`config.mk`:
```
export PLATFORM = sky130hd
export DESIGN_NAME = fsd_decode
export DESIGN_NICKNAME = d
export VERILOG_FILES = /design/src/verilog/fsd_decode.v
export VERILOG_INCLUDE_DIRS = /design/src /design/src/inc
export SDC_FILE = /design/constraint.sdc
export NUM_CORES = 1
export LEC_CHECK = 0
export ABC_AREA = 1
export CAP_MARGIN = 20
export CORE_MARGIN = 5
export CORE_UTILIZATION = 55
export DETAILED_ROUTE_END_ITERATION = 16
export DONT_BUFFER_PORTS = 1
export PLACE_DENSITY = 0.7
export SLEW_MARGIN = 15
export SYNTH_ARGS = -nofsm -noshare
export SYNTH_HDL_FRONTEND = slang
export SYNTH_SLANG_ARGS = --single-unit
```
`constraint.sdc`:
```
create_clock -name clk_sys -period 3.9 [get_ports clk_sys]
set_clock_uncertainty 0.05 [all_clocks]
set_input_delay 0.78 -clock clk_sys [delete_from_list [all_inputs] [get_ports clk_sys]]
set_output_delay 0.78 -clock clk_sys [all_outputs]
set_load 0.01 [all_outputs]
```
`src/inc/fsd_map.vh`:
```
// Constants for the floating-point store decoder
// How it works
// - Opcode 55: displacement store double with update
// - Opcode 31/759: indexed store double with update
// - Opcode 31/727: indexed store double, no update
// - Opcode 31/983: store low 32 float bits
// - Displacement address: base plus sign-extended offset, or offset
// - Indexed address: base plus index, or index
// - Double stores write whole float register
// - Update base only if nonzero and no fault
// - Never touch float status or condition field
// - Integer-word store may be undefined after single ops
// - Integer-word store is an optional instruction
`ifndef FSD_MAP_VH
`define FSD_MAP_VH
`define FSD_OP_DISP_UPD   6'h37
`define FSD_OP_EXT        6'h1f
`define FSD_XO_IDX_UPD    10'h2f7
`define FSD_XO_IDX        10'h2d7
`define FSD_XO_INT_WORD   10'h3d7
`define FSD_OP_HI         31
`define FSD_OP_LO         26
`define FSD_SRC_HI        25
`define FSD_SRC_LO        21
`define FSD_BASE_HI       20
`define FSD_BASE_LO       16
`define FSD_INDEX_HI      15
`define FSD_INDEX_LO      11
`define FSD_XO_HI         10
`define FSD_XO_LO         1
`define FSD_DISP_HI       15
`define FSD_DISP_LO       0
`define FSD_SIZE_WORD     2'h1
`define FSD_SIZE_DOUBLE   2'h2
`endif

```
`src/verilog/fsd_decode.v`:
```
// Decode and issue logic for floating-point store instructions
`timescale 1ns/1ps
`include "fsd_map.vh"

module fsd_decode #(
  parameter AW          = 32,
  parameter HAS_INT_WORD = 1
) (
  input  wire          clk_sys,
  input  wire          rst_n,
  input  wire          instr_valid,
  input  wire [31:0]   instr_word,
  input  wire [AW-1:0] base_reg_val,
  input  wire [AW-1:0] index_reg_val,
  input  wire [63:0]   src_float_val,
  input  wire          src_single_tainted,
  input  wire          mem_done,
  input  wire          mem_align_fault,
  input  wire          mem_storage_fault,
  output reg           busy,
  output reg  [4:0]    src_float_reg,
  output reg  [4:0]    base_reg,
  output reg  [4:0]    index_reg,
  output reg           illegal_instr,
  output reg           mem_req,
  output reg  [AW-1:0] effective_address,
  output reg  [63:0]   mem_wdata,
  output reg  [1:0]    mem_size,
  output reg           mem_data_undefined,
  output reg           base_wr_en,
  output reg  [4:0]    base_wr_idx,
  output reg  [AW-1:0] base_wr_data,
  output reg           fpscr_wr_en,
  output reg           cr0_wr_en
);

  // Sequencer states
  localparam ST_IDLE = 1'b0;
  localparam ST_WAIT = 1'b1;

  // Word bit n (big-endian numbering) is vector bit 31-n
  wire [5:0]  op     = instr_word[`FSD_OP_HI:`FSD_OP_LO];
  wire [4:0]  f_src  = instr_word[`FSD_SRC_HI:`FSD_SRC_LO];
  wire [4:0]  f_base = instr_word[`FSD_BASE_HI:`FSD_BASE_LO];
  wire [4:0]  f_idx  = instr_word[`FSD_INDEX_HI:`FSD_INDEX_LO];
  wire [9:0]  xo     = instr_word[`FSD_XO_HI:`FSD_XO_LO];
  wire [15:0] disp   = instr_word[`FSD_DISP_HI:`FSD_DISP_LO];

  // Shared primary opcode with one extended code
  function ext_match;
    input [5:0] opc;
    input [9:0] ext;
    input [9:0] code;
    begin
      ext_match = (opc == `FSD_OP_EXT) && (ext == code);
    end
  endfunction

  // Nonzero base field: base term and update allowed
  function base_used;
    input [4:0] fld;
    begin
      base_used = (fld != 5'h00);
    end
  endfunction

  // Sign-extend a 16-bit displacement to address width
  function [AW-1:0] sext16;
    input [15:0] d;
    begin
      sext16 = {{(AW-16){d[15]}}, d};
    end
  endfunction

  // Instruction classification; bit 0 never enters the match
  wire is_disp_upd = (op == `FSD_OP_DISP_UPD);
  wire is_idx_upd  = ext_match(op, xo, `FSD_XO_IDX_UPD);
  wire is_idx      = ext_match(op, xo, `FSD_XO_IDX);
  wire is_word_op  = ext_match(op, xo, `FSD_XO_INT_WORD);
  wire is_int_word = is_word_op && (HAS_INT_WORD != 0);
  wire is_int_off  = is_word_op && (HAS_INT_WORD == 0);
  wire is_update   = is_disp_upd | is_idx_upd;
  wire is_store    = is_update | is_idx | is_int_word;

  // Effective address; base field zero means no base term
  wire [AW-1:0] base_term = base_used(f_base) ? base_reg_val : {AW{1'b0}};
  wire [AW-1:0] disp_term = sext16(disp);
  wire [AW-1:0] addr_calc = is_disp_upd ? (base_term + disp_term)
                                        : (base_term + index_reg_val);

  // Store data; word form keeps the low half unconverted
  wire [63:0] wdata_calc = is_int_word ? {32'h0, src_float_val[31:0]}
                                       : src_float_val;
  wire [1:0]  size_calc  = is_int_word ? `FSD_SIZE_WORD : `FSD_SIZE_DOUBLE;
  wire        undef_calc = is_int_word && src_single_tainted;
  wire        upd_calc   = is_update && base_used(f_base);
  wire        fault_any  = mem_align_fault || mem_storage_fault;

  // Sequencer state and pending update
  reg          state_reg;
  reg          state_next;
  reg          upd_pend_reg;
  reg          upd_pend_next;
  reg [4:0]    upd_idx_reg;
  reg [4:0]    upd_idx_next;

  // Next values of the registered outputs
  reg          busy_next;
  reg [4:0]    src_next;
  reg [4:0]    base_next;
  reg [4:0]    index_next;
  reg          illegal_next;
  reg          req_next;
  reg [AW-1:0] addr_next;
  reg [63:0]   wdata_next;
  reg [1:0]    size_next;
  reg          undef_next;
  reg          bw_en_next;
  reg [4:0]    bw_idx_next;
  reg [AW-1:0] bw_data_next;

  // Issue, wait for memory, then conditional base update
  always @* begin
    state_next    = state_reg;
    upd_pend_next = upd_pend_reg;
    upd_idx_next  = upd_idx_reg;
    busy_next     = busy;
    src_next      = src_float_reg;
    base_next     = base_reg;
    index_next    = index_reg;
    addr_next     = effective_address;
    wdata_next    = mem_wdata;
    size_next     = mem_size;
    undef_next    = mem_data_undefined;
    bw_idx_next   = base_wr_idx;
    bw_data_next  = base_wr_data;
    req_next      = 1'b0;
    bw_en_next    = 1'b0;
    illegal_next  = 1'b0;
    case (state_reg)
      ST_IDLE: begin
        if (instr_valid && is_int_off) begin
          illegal_next = 1'b1;
        end else if (instr_valid && is_store) begin
          src_next      = f_src;
          base_next     = f_base;
          index_next    = f_idx;
          addr_next     = addr_calc;
          wdata_next    = wdata_calc;
          size_next     = size_calc;
          undef_next    = undef_calc;
          upd_pend_next = upd_calc;
          upd_idx_next  = f_base;
          req_next      = 1'b1;
          busy_next     = 1'b1;
          state_next    = ST_WAIT;
        end
      end
      ST_WAIT: begin
        if (mem_done) begin
          busy_next     = 1'b0;
          state_next    = ST_IDLE;
          upd_pend_next = 1'b0;
          if (upd_pend_reg && !fault_any) begin
            bw_en_next   = 1'b1;
            bw_idx_next  = upd_idx_reg;
            bw_data_next = effective_address;
          end
        end
      end
      default: begin
        state_next = ST_IDLE;
        busy_next  = 1'b0;
      end
    endcase
  end

  // Sequencer registers
  always @(posedge clk_sys or negedge rst_n) begin
    if (!rst_n) begin
      state_reg    <= ST_IDLE;
      upd_pend_reg <= 1'b0;
      upd_idx_reg  <= 5'h00;
    end else begin
      state_reg    <= state_next;
      upd_pend_reg <= upd_pend_next;
      upd_idx_reg  <= upd_idx_next;
    end
  end

  // Output registers; status write enables stay low
  always @(posedge clk_sys or negedge rst_n) begin
    if (!rst_n) begin
      busy               <= 1'b0;
      src_float_reg      <= 5'h00;
      base_reg           <= 5'h00;
      index_reg          <= 5'h00;
      illegal_instr      <= 1'b0;
      mem_req            <= 1'b0;
      effective_address  <= {AW{1'b0}};
      mem_wdata          <= 64'h0;
      mem_size           <= 2'h0;
      mem_data_undefined <= 1'b0;
      base_wr_en         <= 1'b0;
      base_wr_idx        <= 5'h00;
      base_wr_data       <= {AW{1'b0}};
      fpscr_wr_en        <= 1'b0;
      cr0_wr_en          <= 1'b0;
    end else begin
      busy               <= busy_next;
      src_float_reg      <= src_next;
      base_reg           <= base_next;
      index_reg          <= index_next;
      illegal_instr      <= illegal_next;
      mem_req            <= req_next;
      effective_address  <= addr_next;
      mem_wdata          <= wdata_next;
      mem_size           <= size_next;
      mem_data_undefined <= undef_next;
      base_wr_en         <= bw_en_next;
      base_wr_idx        <= bw_idx_next;
      base_wr_data       <= bw_data_next;
      fpscr_wr_en        <= 1'b0;
      cr0_wr_en          <= 1'b0;
    end
  end

endmodule

```
==> impl_summary.txt <==
----------------------------------------------------
[Status]
  Status ... finished clean

[Die]
  Core outline area ... 15,890 sq um
  Overall die area ... between 15,000 and 20,000 sq um
  Top-level I/O count ... between 300 and 400
  Initial cell density of the core ... 0.5603
  Rows ... 46
  Height of the die ... 137.2 um
  Die span in x ... 137.2 um

[GRT]
  Total congestion overflow ... 0
  Pin count of the biggest net entering global routing ... 157
  Highest-utilization routing layer at the global route stage ... met2
  Global-route met2 utilization ... 0.4488
  First-pass GRT wire length ... 38,250 um
  Met3 Track Usage GR ... 0.05369
  Met1 routing resource usage after global routing ... 0.3280
  Vias in the first global route ... 7,208
  Initial antenna violation count ... 0
  Overall fraction of global-route tracks in use ... 0.2614

[Route]
  Vias per Instance ... 5.114
  TritonRoute pass-1 iters ... 7
  Post-route DRC ... 0
  Count of antenna-violating nets left after detailed routing ... 0
  Number of DRC violations after detailed-routing iteration 0 ... between 400 and 500
  Total via count in the routed design ... 7,712
  Routed wire length ... 25,700 um
  Final routed wire length divided by cell count ... ~17 um

[Yosys]
  Mean Syn Cell Area ... 6.904 sq um
  #FFs+latches synth ... 156
  Portion of the post-synthesis area used by sequential elements ... 0.4386
  Most area-consuming cells after synthesis ... dfrtp_1, nand2_1, inv_1
  Count of flip-flops with a built-in enable after synthesis ... 0
  Commonest cells in the synthesized netlist ... nand2_1, inv_1, dfrtp_1
  Top-count cell post-synth ... nand2_1
  Yosys top cell area share ... 0.4386
  Netlist cell types ... 31
  Post-synthesis cell count ... 1,289
  Library cell with the largest summed area after synthesis ... dfrtp_1
  Netlist Area Pre-Place ... 8900 sq um
  Main flop type after synthesis ... dfrtp_1
  Synth Warn # ... 0
  Post-synth ARST share ... 1.000

[Setup path]
  Maximum fanout count along the critical path ... 27
  Kind of launch point of the worst setup path ... input port
  Req. time, crit path ... 4.16 ns
  CP Data Arrival Time ... roughly 3.1 ns
  Kind of critical path ... in -> reg
  Number of cell instances on the worst register-to-register path ... 5
  Element type at the critical path end ... register
  Worst R2R Start ... state_reg
  Capture point of the worst reg-to-reg path ... mem_wdata[61]
  Register-to-register path setup slack ... 1.87 ns

[Clocking]
  H-Tree Level Count ... 4
  Clock latency reported for the late side of the worst-skew pair ... 0.42 ns
  Setup Fix Bufs, Post-CTS ... 0
  Worst-case clock buffer depth ... 2
  Clk sink count ... about 160
  Clock-pin slew reported for the worst setup and hold paths after clock tree synthesis ... approximately 0.060 ns
  Clock buffer count from CTS ... 17
  CTS Root Cell ... clkbuf_16
  TritonCTS clock tree ... done
  Number of resized instances in the post-cts repair step ... 0

[Pwr]
  Combinational power share ... 0.151
  Reported net switching power ... 1.348 mW
  Highest ir drop seen on vdd ... about 0.24 mV
  Switching power share of the total ... 0.3160
  Standby leakage power ... 5.831 nW
  Post-route total power ... 4.267 mW
  Clock group share of total power ... 0.369
  Power Density ... approximately 440 nW/um^2
  Reg power frac ... 0.480
  Power Internal ... 2.919 mW

[STA]
  Shortest clock period the worst path allows after layout ... 2.875 ns
  Setup violations, final ... 0
  Setup TNS Final ... 0 ns
  Number of slew-limit violations in the final report ... 0
  Ratio of final minimum period to clock period ... 0.7372
  Slew @ Worst Pin ... 0.7838 ns
  Worst slew margin ... 0.4758
  Setup repair after global routing missed its margin ... no
  Highest attainable clock frequency ... around 350 MHz
  Number of hold-slack violations in the final timing report ... 0

[Final layout]
  Register bank with the most flops ... mem_wdata
  Layout area overhead ... 8.168%
  Share of post-route cells with drive strength above 1 ... 0.03947
  Flip-flop count of the largest register after layout ... 64
  ANT cells ... 0
  Largest registers ranked by flip-flop count ... mem_wdata x64, base_wr_data x32, effective_address x32
  Number of nets in the layout ... 1,478

[Flow run]
  Max-cap violation count ... 0

[Placed design]
  Hpwl dp ... 19,590 um
  Count of port buffers added during placement ... 0
  Global placement routability congestion ... 1.004

[Worst hold path]
  Path category of the worst min-delay check ... in -> async

----------------------------------------------------
==> metrics by stage <==
| step | std cells | area (sq um) | setup slack, ns | hold slack, ns | utilization |
|---|---|---|---|---|---|
| 2_1_floorplan | 1291 | 8907 | 0.9448 | 0.4278 | - |
| 3_3_place_gp | 1470 | 8974 | 0.6668 | 0.4385 | 0.5649 |
| 3_5_place_dp | 1470 | 8974 | 0.6079 | 0.4386 | 0.5649 |
| 4_1_cts | 1502 | 9539 | 1.055 | -0.01363 | 0.6005 |
| 5_1_grt | 1508 | 9627 | 0.7794 | 0.0009847 | 0.6060 |
| 6_report | 1508 | 9627 | 1.025 | 0.01366 | 0.6060 |
==> how the worst max path moves through the flow <==
| stage | start | end | slack, ns | depth (start not counted) |
|---|---|---|---|---|
| after floorplan | instr_word[27] | effective_address[16] | 0.94 | 15 |
| after global placement | instr_word[27] | effective_address[31] | 0.67 | 17 |
| after detailed placement | instr_word[27] | effective_address[20] | 0.61 | 14 |
| after CTS | instr_word[27] | effective_address[20] | 1.06 | 14 |
| after global routing | instr_word[27] | effective_address[20] | 0.78 | 14 |
| final | instr_word[27] | effective_address[31] | 1.02 | 17 |
==> cell families after synthesis <==
kind of cell    Yosys count  synth area share
other cells               1         0.0004214
flops                   156            0.4386
compound gates           62           0.03599
mux                       7          0.008858
fa+ha+maj                32           0.04583
xor+xnor                 15           0.01476
buf+inv                 205           0.09869
simple gates            811            0.3568
==> placed cells by master (no fill, tap or decap), types with 2 or more instances in the layout <==
cell | Yosys | final
a21oi_1 | 20 | 20
buf_12 | 0 | 2
buf_4 | 6 | 4
clkbuf_16 | 0 | 17
clkinvlp_4 | 0 | 5
conb_1 | 1 | 3
dfrtp_1 | 156 | 156
dlygate4sd3_1 | 0 | 4
ha_1 | 31 | 31
inv_1 | 161 | 161
inv_6 | 0 | 5
inv_8 | 1 | 2
mux2_2 | 7 | 7
nand2_1 | 690 | 690
nand3_1 | 54 | 54
nand3b_1 | 2 | 2
nand4_1 | 5 | 5
nor2_1 | 50 | 50
nor3_1 | 4 | 4
o21ai_0 | 24 | 24
o21ai_1 | 14 | 14
o21bai_1 | 3 | 3
xnor2_1 | 14 | 14
==> area by class of cell <==
cell class              instances  area (sq um)
flip-flops and latches        156          3904
multi-input cells             930          4130
well taps                     216         270.3
repair buffers                 11         137.6
clock inverters                14         136.4
fillers                      1507          6259
inverters                     163         619.3
clock buffers                  18         429.2
==> critical path, cell delays in order <==
cell     delay [ns]
nand2_1        0.07
nor2_1         0.06
nand2_1        0.10
buf_4          0.28
mux2_2         0.37
ha_1           0.39
nand2_1        0.13
nor2_1         0.18
nand2_1        0.07
nand2_1        0.13
nand2_1        0.08
nand2_1        0.14
nand2_1        0.09
nand2_1        0.07
nand2_1        0.05
nand3_1        0.07
nand2_1        0.06
==> power by group through the flow <==
stage / sequential (mW) / combinational (mW) / clock [mW]
after floorplan: 2.00 / 0.482 / 0
after global placement: 2.08 / 0.592 / 0
after detailed placement: 2.08 / 0.605 / 0
after CTS: 2.05 / 0.610 / 1.60
after global routing: 2.07 / 0.747 / 1.66
final: 2.05 / 0.646 / 1.57
==> metal layers <==
metal  wire, um  vias up
met3       2102       39
li1           -     3865
met2      12720      287
met4        629        0
met1      10240     3521
met5          0        -
Power figures use the tool's default switching activity.
